===== src/hw/mpio_regs.svh =====
// Register indices, mode codes, reset values and command bits of the multi-purpose I/O block
`ifndef MPIO_REGS_SVH
`define MPIO_REGS_SVH

`define IDX_LINE_ZERO_MODE 18'd47200
`define IDX_LINE_ONE_MODE 18'd47201
`define IDX_LINE_TWO_MODE 18'd47202
`define IDX_LINE_THREE_MODE 18'd47203
`define IDX_ASYNC_LINE_IO 18'd47220
`define IDX_CARD_COMMAND 18'd47230
`define IDX_MEMORY_LENGTH 18'd47231
`define IDX_CLOCK_HALF_PERIOD 18'd47232
`define IDX_OVERSAMPLING_FACTOR 18'd47233
`define IDX_GROUP_ENABLE 18'd47234
`define IDX_LINE_STATUS 18'd47235

`define LINE_DISABLED_MODE 32'h00000000
`define ASYNC_INPUT_MODE 32'h00000001
`define ASYNC_OUTPUT_MODE 32'h00000002
`define SYNC_DIGITAL_INPUT_MODE 32'h00000004
`define EXTRA_TRIGGER_INPUT_MODE 32'h00000010
`define TRIGGER_INDICATE_MODE 32'h00000020
`define RUN_STATE_MODE 32'h00000100
`define ARMED_STATE_MODE 32'h00000200
`define CONTINUOUS_MARKER_MODE 32'h00002000
`define SAMPLE_CLOCK_OUT_MODE 32'h00008000
`define GROUP_ARMED_STATE_MODE 32'h00010000

`define CMD_CARD_START_BIT 0
`define CMD_CARD_WRITE_SETUP_BIT 1

`define RST_MODE 32'h00000000
`define RST_ASYNC_LINE_IO 4'h0
`define RST_MEMORY_LENGTH 32'h00000400
`define RST_CLOCK_HALF_PERIOD 32'h00000001
`define RST_OVERSAMPLING_FACTOR 32'h00000001
`define RST_GROUP_ENABLE 4'h1

`endif


===== src/hw/mpio_pkg.sv =====
// Types and mode decoding shared by the multi-purpose I/O modules
package mpio_pkg;
  `include "mpio_regs.svh"

  typedef logic [31:0] word_t;

  typedef enum {
    line_off, line_async_in, line_async_out, line_trig_in, line_dig_in, line_trig_ind,
    line_run, line_armed, line_marker, line_clock, line_group_armed
  } line_func_t;

  // Anything that is not exactly one known code leaves the line off
  function automatic line_func_t decode_mode(word_t code);
    case (code)
      `ASYNC_INPUT_MODE: decode_mode = line_async_in;
      `ASYNC_OUTPUT_MODE: decode_mode = line_async_out;
      `EXTRA_TRIGGER_INPUT_MODE: decode_mode = line_trig_in;
      `SYNC_DIGITAL_INPUT_MODE: decode_mode = line_dig_in;
      `TRIGGER_INDICATE_MODE: decode_mode = line_trig_ind;
      `RUN_STATE_MODE: decode_mode = line_run;
      `ARMED_STATE_MODE: decode_mode = line_armed;
      `CONTINUOUS_MARKER_MODE: decode_mode = line_marker;
      `SAMPLE_CLOCK_OUT_MODE: decode_mode = line_clock;
      `GROUP_ARMED_STATE_MODE: decode_mode = line_group_armed;
      default: decode_mode = line_off;
    endcase
  endfunction
endpackage


===== src/hw/card_state_if.sv =====
// Card state signals shared between the core, the waveform generator and the line muxes
`timescale 1ns/1ps
interface card_state_if;
  logic trig_ind;
  logic run_state;
  logic armed_state;
  logic group_armed;
  logic marker;
  logic sample_clk;

  modport core (output trig_ind, output run_state, output armed_state, output group_armed);
  modport gen (output marker, output sample_clk);
  modport line (input trig_ind, input run_state, input armed_state, input group_armed,
    input marker, input sample_clk);
endinterface


===== src/hw/mpio_core.sv =====
// Multi-purpose I/O mode selection, state indications and asynchronous access over APB
//
// What this block does
// Trigger indication goes high on trigger, low when the run ends.
// In segmented modes outside FIFO mode trigger indication drops at each segment end.
// In FIFO mode trigger indication stays high until the run stops.
// Run-state mode shows high while the card runs.
// Armed mode high only while running, pretrigger done, trigger not seen.
// Marker mode pulses once per replay pass for half the memory length.
// Clock mode carries the sampling clock scaled by oversampling factor.
// Group armed mode high only when every enabled card that has not finished is armed.
// Finished cards drop out of the group combination; the output is low once all enabled cards finish.
// Mode writes stay pending until a start or write-setup command.
// Software puts a line in an async mode before async access.
// Async input stays readable in trigger-input or digital-input mode.
// Lines one to three map to async register bits 1 to 3.
// Async writes and reads act at once, regardless of mode or rate.
// Reading an output line returns its driven level.
// Line zero is output only; bit 0 never reflects an input.
// Software selects exactly one mode per line.
// Mode code zero disables and tristates a line; default after reset.
// Code 1 makes an async input, code 2 an async output.
// External inputs pass a two-stage synchronizer before readback.
`timescale 1ns/1ps
module mpio_core
  import mpio_pkg::*;
(
  input wire logic pclk,
  input wire logic presetn,
  input wire logic psel,
  input wire logic penable,
  input wire logic pwrite,
  input wire logic [19:0] paddr,
  input mpio_pkg::word_t pwdata,
  output mpio_pkg::word_t prdata,
  output logic pready,
  output logic pslverr,
  input wire logic trigger_event,
  input wire logic run_active,
  input wire logic pretrigger_done,
  input wire logic segment_end,
  input wire logic segmented_mode,
  input wire logic fifo_mode,
  input wire logic cont_replay,
  input wire logic replay_tick,
  input wire logic [3:0] peer_armed,
  input wire logic [3:0] peer_finished,
  input wire logic [3:1] line_in,
  output logic [3:0] line_out,
  output logic [3:0] line_oe
);
  card_state_if st ();

  word_t mode_pend_reg [4];
  line_func_t mode_act_reg [4];
  logic [3:0] async_out_reg;
  word_t memory_length_reg;
  word_t clock_half_reg;
  word_t os_factor_reg;
  logic [3:0] group_enable_reg;
  logic trig_ind_reg;
  logic run_state_reg;
  logic armed_state_reg;
  logic group_armed_reg;
  logic [3:1] in_meta_reg;
  logic [3:1] in_sync_reg;
  logic [3:0] line_out_reg;
  logic [3:0] line_oe_reg;
  word_t prdata_reg;
  logic pready_reg;
  logic pslverr_reg;
  logic [3:0] drive_w;
  logic [3:0] oe_w;
  logic [17:0] idx;
  logic setup_done;
  logic access;
  logic wr;
  logic cmd_apply;
  logic [3:0] async_rd;
  logic [3:0] active_mask;
  word_t read_word;
  logic read_hit;
  logic [2:0] slot;

  // Word index; the low two address bits are ignored
  assign idx = paddr[19:2];
  // One wait state: pready rises in the second access cycle
  assign setup_done = psel && penable && !pready_reg;
  assign access = psel && penable && pready_reg;
  assign wr = access && pwrite;

  // Mode register number for an index, 4 when not a mode register
  function automatic logic [2:0] mode_slot(logic [17:0] i);
    case (i)
      `IDX_LINE_ZERO_MODE: mode_slot = 3'h0;
      `IDX_LINE_ONE_MODE: mode_slot = 3'h1;
      `IDX_LINE_TWO_MODE: mode_slot = 3'h2;
      `IDX_LINE_THREE_MODE: mode_slot = 3'h3;
      default: mode_slot = 3'h4;
    endcase
  endfunction

  assign slot = mode_slot(idx);
  assign cmd_apply = wr && (idx == `IDX_CARD_COMMAND) &&
    (pwdata[`CMD_CARD_START_BIT] || pwdata[`CMD_CARD_WRITE_SETUP_BIT]);

  // Pending mode values, visible on readback before they take effect
  always_ff @(posedge pclk or negedge presetn) begin
    if (!presetn) begin
      for (int i = 0; i < 4; i++) begin
        mode_pend_reg[i] <= `RST_MODE;
      end
    end else if (wr && slot != 3'h4) begin
      mode_pend_reg[slot[1:0]] <= pwdata;
    end
  end

  // Active modes change only on a start or write-setup command
  always_ff @(posedge pclk or negedge presetn) begin
    if (!presetn) begin
      for (int i = 0; i < 4; i++) begin
        mode_act_reg[i] <= line_off;
      end
    end else if (cmd_apply) begin
      for (int i = 0; i < 4; i++) begin
        mode_act_reg[i] <= decode_mode(mode_pend_reg[i]);
      end
    end
  end

  always_ff @(posedge pclk or negedge presetn) begin
    if (!presetn) begin
      async_out_reg <= `RST_ASYNC_LINE_IO;
    end else if (wr && idx == `IDX_ASYNC_LINE_IO) begin
      async_out_reg <= pwdata[3:0];
    end
  end

  always_ff @(posedge pclk or negedge presetn) begin
    if (!presetn) begin
      memory_length_reg <= `RST_MEMORY_LENGTH;
      clock_half_reg <= `RST_CLOCK_HALF_PERIOD;
      os_factor_reg <= `RST_OVERSAMPLING_FACTOR;
      group_enable_reg <= `RST_GROUP_ENABLE;
    end else if (wr) begin
      case (idx)
        `IDX_MEMORY_LENGTH: memory_length_reg <= pwdata;
        `IDX_CLOCK_HALF_PERIOD: clock_half_reg <= pwdata;
        `IDX_OVERSAMPLING_FACTOR: os_factor_reg <= pwdata;
        `IDX_GROUP_ENABLE: group_enable_reg <= pwdata[3:0];
        default: ;
      endcase
    end
  end

  // Trigger indication; a new trigger wins over a clear in the same cycle
  always_ff @(posedge pclk or negedge presetn) begin
    if (!presetn) begin
      trig_ind_reg <= 1'b0;
    end else if (trigger_event && run_active) begin
      trig_ind_reg <= 1'b1;
    end else if (!run_active) begin
      trig_ind_reg <= 1'b0;
    end else if (segmented_mode && !fifo_mode && segment_end) begin
      trig_ind_reg <= 1'b0;
    end
  end

  always_ff @(posedge pclk or negedge presetn) begin
    if (!presetn) begin
      run_state_reg <= 1'b0;
      armed_state_reg <= 1'b0;
    end else begin
      run_state_reg <= run_active;
      armed_state_reg <= run_active && pretrigger_done && !trig_ind_reg
        && !trigger_event;
    end
  end

  // Cards still running within the enabled group
  assign active_mask = group_enable_reg & ~peer_finished;

  always_ff @(posedge pclk or negedge presetn) begin
    if (!presetn) begin
      group_armed_reg <= 1'b0;
    end else begin
      group_armed_reg <= (|active_mask) && ((active_mask & ~peer_armed) == 4'h0);
    end
  end

  assign st.trig_ind = trig_ind_reg;
  assign st.run_state = run_state_reg;
  assign st.armed_state = armed_state_reg;
  assign st.group_armed = group_armed_reg;

  wave_gen u_wave (
    .pclk(pclk),
    .presetn(presetn),
    .run_active(run_active),
    .cont_replay(cont_replay),
    .replay_tick(replay_tick),
    .memory_length(memory_length_reg),
    .clock_half(clock_half_reg),
    .os_factor(os_factor_reg),
    .st(st.gen)
  );

  generate
    for (genvar g = 0; g < 4; g++) begin : g_line
      line_mux u_mux (
        .func(mode_act_reg[g]),
        .async_bit(async_out_reg[g]),
        .st(st.line),
        .drive(drive_w[g]),
        .oe(oe_w[g])
      );
    end
  endgenerate

  // Line zero never drives an input path, so only its output stage exists
  always_ff @(posedge pclk or negedge presetn) begin
    if (!presetn) begin
      line_out_reg <= 4'h0;
      line_oe_reg <= 4'h0;
    end else begin
      line_out_reg <= drive_w;
      line_oe_reg <= oe_w;
    end
  end

  // Inputs are sampled in every mode, so trigger and digital inputs read back too
  always_ff @(posedge pclk or negedge presetn) begin
    if (!presetn) begin
      in_meta_reg <= 3'h0;
      in_sync_reg <= 3'h0;
    end else begin
      in_meta_reg <= line_in;
      in_sync_reg <= in_meta_reg;
    end
  end

  // Driven lines read their own level, undriven lines 1 to 3 the synchronized pin, undriven line 0 zero
  always_comb begin
    async_rd[0] = line_oe_reg[0] & line_out_reg[0];
    for (int i = 1; i < 4; i++) begin
      async_rd[i] = line_oe_reg[i] ? line_out_reg[i] : in_sync_reg[i];
    end
  end

  always_comb begin
    read_word = 32'h0;
    read_hit = 1'b1;
    if (slot != 3'h4) begin
      read_word = mode_pend_reg[slot[1:0]];
    end else begin
      case (idx)
        `IDX_ASYNC_LINE_IO: read_word = {28'h0, async_rd};
        `IDX_CARD_COMMAND: read_word = 32'h0;
        `IDX_MEMORY_LENGTH: read_word = memory_length_reg;
        `IDX_CLOCK_HALF_PERIOD: read_word = clock_half_reg;
        `IDX_OVERSAMPLING_FACTOR: read_word = os_factor_reg;
        `IDX_GROUP_ENABLE: read_word = {28'h0, group_enable_reg};
        `IDX_LINE_STATUS: read_word = {20'h0, line_oe_reg, line_out_reg, group_armed_reg,
          armed_state_reg, run_state_reg, trig_ind_reg};
        default: read_hit = 1'b0;
      endcase
    end
  end

  // APB answer: registered ready, data and error, one wait state
  always_ff @(posedge pclk or negedge presetn) begin
    if (!presetn) begin
      pready_reg <= 1'b0;
    end else begin
      pready_reg <= setup_done;
    end
  end

  // Read data stands only with pready, so a stale word never lingers on the bus
  always_ff @(posedge pclk or negedge presetn) begin
    if (!presetn) begin
      prdata_reg <= 32'h0;
    end else if (setup_done && !pwrite) begin
      prdata_reg <= read_word;
    end else begin
      prdata_reg <= 32'h0;
    end
  end

  always_ff @(posedge pclk or negedge presetn) begin
    if (!presetn) begin
      pslverr_reg <= 1'b0;
    end else begin
      pslverr_reg <= setup_done && !read_hit;
    end
  end

  assign prdata = prdata_reg;
  assign pready = pready_reg;
  assign pslverr = pslverr_reg;
  assign line_out = line_out_reg;
  assign line_oe = line_oe_reg;
endmodule // mpio_core


===== src/hw/line_mux.sv =====
// Output selector of one multi-purpose line
`timescale 1ns/1ps
module line_mux
  import mpio_pkg::*;
(
  input mpio_pkg::line_func_t func,
  input wire logic async_bit,
  card_state_if.line st,
  output logic drive,
  output logic oe
);
  always_comb begin
    drive = 1'b0;
    oe = 1'b1;
    case (func)
      line_async_out: drive = async_bit;
      line_trig_ind: drive = st.trig_ind;
      line_run: drive = st.run_state;
      line_armed: drive = st.armed_state;
      line_marker: drive = st.marker;
      line_clock: drive = st.sample_clk;
      line_group_armed: drive = st.group_armed;
      default: oe = 1'b0;
    endcase
  end
endmodule // line_mux


===== src/hw/wave_gen.sv =====
// Continuous replay marker and sampling clock generator
`timescale 1ns/1ps
module wave_gen
  import mpio_pkg::*;
(
  input wire logic pclk,
  input wire logic presetn,
  input wire logic run_active,
  input wire logic cont_replay,
  input wire logic replay_tick,
  input mpio_pkg::word_t memory_length,
  input mpio_pkg::word_t clock_half,
  input mpio_pkg::word_t os_factor,
  card_state_if.gen st
);
  word_t pos_reg;
  word_t acc_reg;
  word_t step;
  logic marker_reg;
  logic clk_reg;

  // Factor 0 is treated as 1 so the clock never freezes
  assign step = (os_factor == 32'h0) ? 32'h1 : os_factor;

  always_ff @(posedge pclk or negedge presetn) begin
    if (!presetn) begin
      pos_reg <= 32'h0;
    end else if (!(run_active && cont_replay)) begin
      pos_reg <= 32'h0;
    end else if (replay_tick) begin
      pos_reg <= (pos_reg + 32'h1 >= memory_length) ? 32'h0 : pos_reg + 32'h1;
    end
  end

  always_ff @(posedge pclk or negedge presetn) begin
    if (!presetn) begin
      marker_reg <= 1'b0;
    end else begin
      marker_reg <= run_active && cont_replay && (pos_reg < (memory_length >> 1));
    end
  end

  // Oversampling scales the rate by stepping the phase accumulator faster
  always_ff @(posedge pclk or negedge presetn) begin
    if (!presetn) begin
      acc_reg <= 32'h0;
      clk_reg <= 1'b0;
    end else if (acc_reg + step >= clock_half) begin
      acc_reg <= 32'h0;
      clk_reg <= ~clk_reg;
    end else begin
      acc_reg <= acc_reg + step;
    end
  end

  assign st.marker = marker_reg;
  assign st.sample_clk = clk_reg;
endmodule // wave_gen


===== config.mk =====
export PLATFORM = sky130hd
export DESIGN_NAME = mpio_core
export DESIGN_NICKNAME = d
export VERILOG_FILES = /design/src/hw/mpio_pkg.sv /design/src/hw/card_state_if.sv /design/src/hw/mpio_core.sv /design/src/hw/line_mux.sv /design/src/hw/wave_gen.sv
export VERILOG_INCLUDE_DIRS = /design/src /design/src/hw
export SDC_FILE = /design/constraint.sdc
export NUM_CORES = 1
export LEC_CHECK = 0
export ABC_AREA = 1
export BUFFER_PORTS_ARGS = -buffer_cell sky130_fd_sc_hd__buf_2
export CAP_MARGIN = 15
export CORE_MARGIN = 10
export CORE_UTILIZATION = 55
export DETAILED_ROUTE_END_ITERATION = 10
export PLACE_DENSITY = 0.74
export SKIP_CTS_REPAIR_TIMING = 1
export SYNTH_ARGS = -nofsm -noshare
export SYNTH_HDL_FRONTEND = slang
export SYNTH_SLANG_ARGS = --single-unit

===== constraint.sdc =====
create_clock -name pclk -period 5.1 [get_ports pclk]
set_input_delay 1.02 -clock pclk [delete_from_list [all_inputs] [get_ports pclk]]
set_output_delay 1.02 -clock pclk [all_outputs]
set_load 0.01 [all_outputs]

==> results.ini, run 1 <==
[flow_run]
maxCapViolations=0

[cells_and_area]
multi_input_area_sq_um=11400
nFillCells=3756
layout_common_cells=nand2_1 (814), inv_1 (440), dfrtp_1 (362)
largest_reg_flops=128
drive_above_1_share_pct=8.44
finalNetCount=3466
layout_commonest_cell=nand2_1
regArea_sq_um=9160
areaGrowthSynthToFinish_pct=11.5

[timing]
worstMarginPinSlew_ns=1.15
max-slew-margin-rel_pct=23.0
finalWorstSetupSlack_ns=0.344
fmax_mhz=210
setup_viol=0
fin_skew_ns=0.0238
setup_tns_ns=0
period_share_pct=93.3
slew_violations=0
finalCriticalPeriod_ns=4.76
finalHoldViolCount=0

[route]
first_pass_iters=7
avgViaCountPerCell=5.71
ant_nets=0
drc_errors=0
num_vias=21851
wire_per_inst_um=20.1
totalWireLength_mm=77.0
first_iter_violations=2440

[synth]
yosys_warnings=0
synth_nets=3390
synthDistinctLibCells=49
synth_seq_cells=366
syn_area_sq_um=22700
synth_edf_count=0
ys.flop_type=dfrtp_1
synth_cells=3187
ys_seq_area_share_pct=40.4
syn_avg_cell_area_sq_um=7.11
async_flop_share_pct=100

[global_routing]
grt_pass1_wl_mm=119
track_usage_pct=30.2
grt_max_degree=113
antenna_found_initial=4
grt_pass1_vias=20541
grt_overflow=0

[critical_path]
cp.required_ns=5.61
startpoint_type=flop
crit_path_end_kind=flop
path_max_fanout=33
cp.arrival_ns=5.26
crit_path_top_delay_cell=fa_1
cpPeakStageDelay_ns=0.40
critPathKind=flop to flop
cpMostUsedCell=nand2_1

[pwr]
seq_power_share_pct=45.4
power_report.internal_total_mw=4.90
power_density_nw_per_um2=255
ir_drop_v=0.000217
combPwrFrac_pct=4.0
switching_share_pct=24.0
switching_power_mw=1.55
p_clk_share_pct=50.6
p_leak_nw=13.0

[die]
start_util_pct=55.5
io_pins=118
fp.dieH_um=223
rows=74
fp.dieW_um=223
core_area_sq_um=40800
dieArea_sq_um=49700

[clocking]
htree_levels=2
clk_path_buf_depth=3
clk_pin_slew_worst_paths_ns=0.06
numCtsBuffers=42
clock-sinks=366
cts_tree=done
clk_latency_ns=0.58
cts-root-buf=clkbuf_16

[run_status]
status=completed

[place]
pre_cts_slack_ns=0.129
hpwl_mm=59.6
port_buffers=115
place_congestion=0.979

[min_path]
hold_path_class=flop to flop

==> area by class of cell <==
type,count,area share (%)
Tap cell,532,2.63
Clock buffer,54,4.74
Antenna cell,2,0.0198
Multi-Input combinational cell,2259,45.1
Sequential cell,366,36.3
Inverter,447,6.64
Clock inverter,22,1.07
Timing Repair Buffer,147,3.59
==> cells by family (layout without fill, tap and decap cells) <==
kind of cell | Yosys count | count (layout) | synth area share [%]
compound gates | 531 | 531 | 12.3
xor+xnor | 31 | 31 | 1.20
fa+ha+maj | 127 | 127 | 7.04
buf+inv | 562 | 670 | 9.58
flops | 366 | 366 | 40.4
mux | 1 | 1 | 0.0497
other cells | 0 | 2 | 0
simple gates | 1569 | 1569 | 29.4
==> metrics by stage <==
stage               instances  hold slack (ns)  area, sq um  power, mW  util, %
floorplan                3187            0.331        22700       3.07        -
global placement         3749            0.344        23700       3.23     58.1
detailed placement       3749            0.338        23700       3.24     58.1
CTS                      3825            0.360        25200       6.47     61.7
global route             3827            0.365        25300       6.62     61.9
finish                   3829            0.357        25300       6.45     61.9
==> critical path: cells and delay by family (launching register included) <==
kind	cells	cell delay, ns
adder cells (fa/ha/maj)	3	0.91
AND/OR/NAND/NOR	22	2.70
AO/OA/AOI/OAI	1	0.24
flip-flops	1	0.39
buffers and inverters	4	0.42
==> cell usage after synthesis (7+ instances only) <==
library cell	n	area, sq um
ha_1	126	1580
xor2_1	30	263
nor4_1	28	175
a21oi_1	92	460
nand2_1	816	3060
dfrtp_1	362	9060
nand3_2	8	80.1
buf_2	20	100
nor3_1	77	385
nor2_1	346	1300
or2_2	7	43.8
nand3_1	199	996
nand4_1	60	375
o21ai_0	300	1500
o22ai_1	14	87.6
o21ai_1	81	405
inv_1	440	1650
clkbuf_1	87	327
o211ai_1	11	82.6
==> layer usage <==
layer / track usage [%] / up-vias / part of all wire (%)
met5: 0 / - / 0
met4: 11.1 / 0 / 3.8
met1: 41.9 / 10277 / 43
li1: - / 10462 / -
met3: 5.43 / 145 / 8.8
met2: 46.3 / 967 / 44
==> path summary, 6_finish.rpt <==
kind | startpoint | to | slack, ns | cells past startpoint
max | os_factor_reg[28] | u_wave.st.sample_clk | 0.34 | 30
min | in_meta_reg[2] | in_sync_reg[2] | 0.36 | 0
max reg2reg | os_factor_reg[28] | u_wave.st.sample_clk | 0.34 | 30
min reg2reg | in_meta_reg[2] | in_sync_reg[2] | 0.36 | 0
max in group asynchronous | presetn | memory_length_reg[10] | 3.46 | 2
min in group asynchronous | presetn | group_enable_reg[1] | 0.53 | 1
==> power by group through the flow <==
stage          combinational, mW  sequential (mW)  clock [mW]
2_1_floorplan             0.0925             2.97           0
3_3_place_gp               0.255             2.98           0
3_5_place_dp               0.261             2.98           0
4_1_cts                    0.262             2.92        3.28
5_1_grt                    0.288             2.92        3.40
6_report                   0.260             2.92        3.26
Power figures use the tool's default switching activity.
==> run 2: changes to the inputs <==
--- a/config.mk
+++ b/config.mk
@@ -9,10 +9,12 @@
 export ABC_AREA = 1
 export BUFFER_PORTS_ARGS = -buffer_cell sky130_fd_sc_hd__buf_2
 export CAP_MARGIN = 15
+export CELL_PAD_IN_SITES_DETAIL_PLACEMENT = 1
+export CELL_PAD_IN_SITES_GLOBAL_PLACEMENT = 2
 export CORE_MARGIN = 10
-export CORE_UTILIZATION = 55
+export CORE_UTILIZATION = 36
 export DETAILED_ROUTE_END_ITERATION = 10
-export PLACE_DENSITY = 0.74
+export PLACE_DENSITY = 0.82
 export SKIP_CTS_REPAIR_TIMING = 1
 export SYNTH_ARGS = -nofsm -noshare
 export SYNTH_HDL_FRONTEND = slang
==> run 2 against run 1 <==
Sequential cell count is the same; critical path type unchanged; clock power grew 18%; wire length grew 17%.
==> results.ini, run 2 (synthesis gave the netlist of run 1 again) <==
[run_status]
status=completed

[cells_and_area]
largest_reg_flops=128  ; unchanged
layout_commonest_cell=nand2_1
nFillCells=7855  ; +110%
regArea_sq_um=9160  ; unchanged
stdcell_area_sq_um=26000  ; +2.9%
drive_above_1_share_pct=8.97  ; +0.53 points
final-instance-count-excl-fill=4149  ; +8.4%
multi_input_area_sq_um=11400  ; +0.14%
layout_common_cells=nand2_1 (813), inv_1 (440), dfrtp_1 (362)
areaGrowthSynthToFinish_pct=14.7
final_core_util_pct=41.9  ; -20 points
finalNetCount=3476  ; +0.29%

[timing]
fin_skew_ns=0.0196  ; -0.00418 ns
period_share_pct=91.6  ; -1.7 points
setup_viol=0  ; unchanged
fmax_mhz=214  ; +1.8%
slew_violations=0  ; unchanged
finalHoldViolCount=0  ; unchanged
setup_tns_ns=0  ; unchanged
finalWorstSetupSlack_ns=0.429  ; +0.0855 ns
holdWs_ns=0.356  ; -0.00116 ns
worstMarginPinSlew_ns=0.938  ; -0.208 ns
max-slew-margin-rel_pct=37.0  ; +14 points
finalCriticalPeriod_ns=4.67  ; -0.0855 ns

[route]
first_pass_iters=5  ; -2
wl_met1_mm=41.4  ; +24%
top_layer=met5
num_vias=21927  ; +0.35%
avgViaCountPerCell=5.28  ; -7.4%
dr_wl_met2_mm=40.3  ; +18%
ant_nets=0  ; unchanged
first_iter_violations=1430  ; -41%
totalWireLength_mm=89.9  ; +17%
drc_errors=0  ; unchanged
wire_per_inst_um=21.7  ; +7.7%
dr_wl_met3_mm=5.43  ; -20%

[die]
io_pins=118  ; unchanged
dieArea_sq_um=73400  ; +48%
fp.dieH_um=271  ; +21%
core_area_sq_um=62100  ; +52%
fp.dieW_um=271  ; +21%
start_util_pct=36.5  ; -19 points
rows=91  ; +23%

[pwr]
combPwrFrac_pct=3.9  ; about the same
p_total_mw=7.04  ; +9.1%
ir_drop_v=0.000242  ; +12%
power_density_nw_per_um2=271  ; +6.1%
power_report.internal_total_mw=5.38  ; +9.8%
seq_power_share_pct=41.6  ; -3.8 points
p_clk_share_pct=54.6  ; +4.0 points
switching_share_pct=23.6  ; -0.49 points
p_leak_nw=13.1  ; +1.3%
switching_power_mw=1.66  ; +6.9%

[global_routing]
grt_overflow=0  ; unchanged
grt_pass1_wl_mm=138  ; +16%
grt_pass1_vias=22905  ; +12%
antenna_found_initial=5  ; +1
grt_max_degree=100  ; -12%
track_usage_pct=24.1  ; -6.1 points

[place]
place_congestion=0.918  ; -6.2%
hpwl_mm=69.9  ; +17%
place_inst=4059  ; +8.3%
pre_cts_slack_ns=0.0122  ; -0.117 ns
port_buffers=115  ; unchanged
placed_cell_area_sq_um=24100  ; +1.8%

[clocking]
htree_levels=2  ; unchanged
cts-root-buf=clkbuf_16
clk_path_buf_depth=3  ; unchanged
numCtsBuffers=46  ; +9.5%
clock-sinks=366  ; unchanged
cts_tree=done
clk_pin_slew_worst_paths_ns=0.07  ; about the same
clk_latency_ns=0.60  ; +0.02 ns

[critical_path]
critPathKind=flop to flop
crit_path_end_kind=flop
crit_buf_inv=4  ; unchanged
critPathTopFamily=simple AND/OR/NAND/NOR gates
path_max_fanout=24  ; -27%
cp.arrival_ns=5.16  ; -0.10 ns
crit_path_top_delay_cell=dfrtp_1
cpPeakStageDelay_ns=0.43  ; +0.03 ns
startpoint_type=flop
cp.required_ns=5.59  ; -0.02 ns
cpMostUsedCell=nand2_1

[min_path]
hold_path_class=flop to flop

[flow_run]
maxCapViolations=0  ; unchanged

[run 2: worst register-to-register path, delay by kind of cell (launching register included)]
kind	cells	cell delay [ns]
AND/OR/NAND/NOR	21	2.58
AO/OA/AOI/OAI	1	0.23
adder cells (fa/ha/maj)	3	0.91
buffers and inverters	4	0.38
flip-flops	1	0.43
[run 2: final cells by class]
| type | instances | share of cell area [%] |
|---|---|---|
| Multi-Input combinational cell | 2259 | 43.9 |
| Sequential cell | 366 | 35.2 |
| Inverter | 447 | 6.45 |
| Clock buffer | 57 | 4.94 |
| Tap cell | 837 | 4.03 |
| Timing Repair Buffer | 153 | 3.59 |
| Clock inverter | 29 | 1.87 |
| Antenna cell | 1 | 0.00963 |
[run 2: final timing paths]
check	startpoint	to	slack [ns]	cells past startpoint
max reg2reg	os_factor_reg[28]	u_wave.acc_reg[31]	0.43	29
min reg2reg	in_meta_reg[1]	in_sync_reg[1]	0.36	0
max	os_factor_reg[28]	u_wave.acc_reg[31]	0.43	29
max in group asynchronous	presetn	os_factor_reg[26]	3.55	2
min	in_meta_reg[1]	in_sync_reg[1]	0.36	0
min in group asynchronous	presetn	mode_act_reg[97]	0.43	1
[run 2: layer usage]
layer,GRT usage (%),up-vias
met2,38.0,531
met4,7.56,6
met5,0,-
li1,-,10476
met3,4.83,140
met1,32.6,10774
[run 2: power groups by stage]
stage	Clock [mW]	Sequential [mW]	Combinational, mW
floorplan	0	2.97	0.0925
CTS	3.90	2.93	0.277
detailed placement	0	2.98	0.276
global route	4.02	2.93	0.302
global placement	0	2.98	0.268
finish	3.84	2.93	0.271
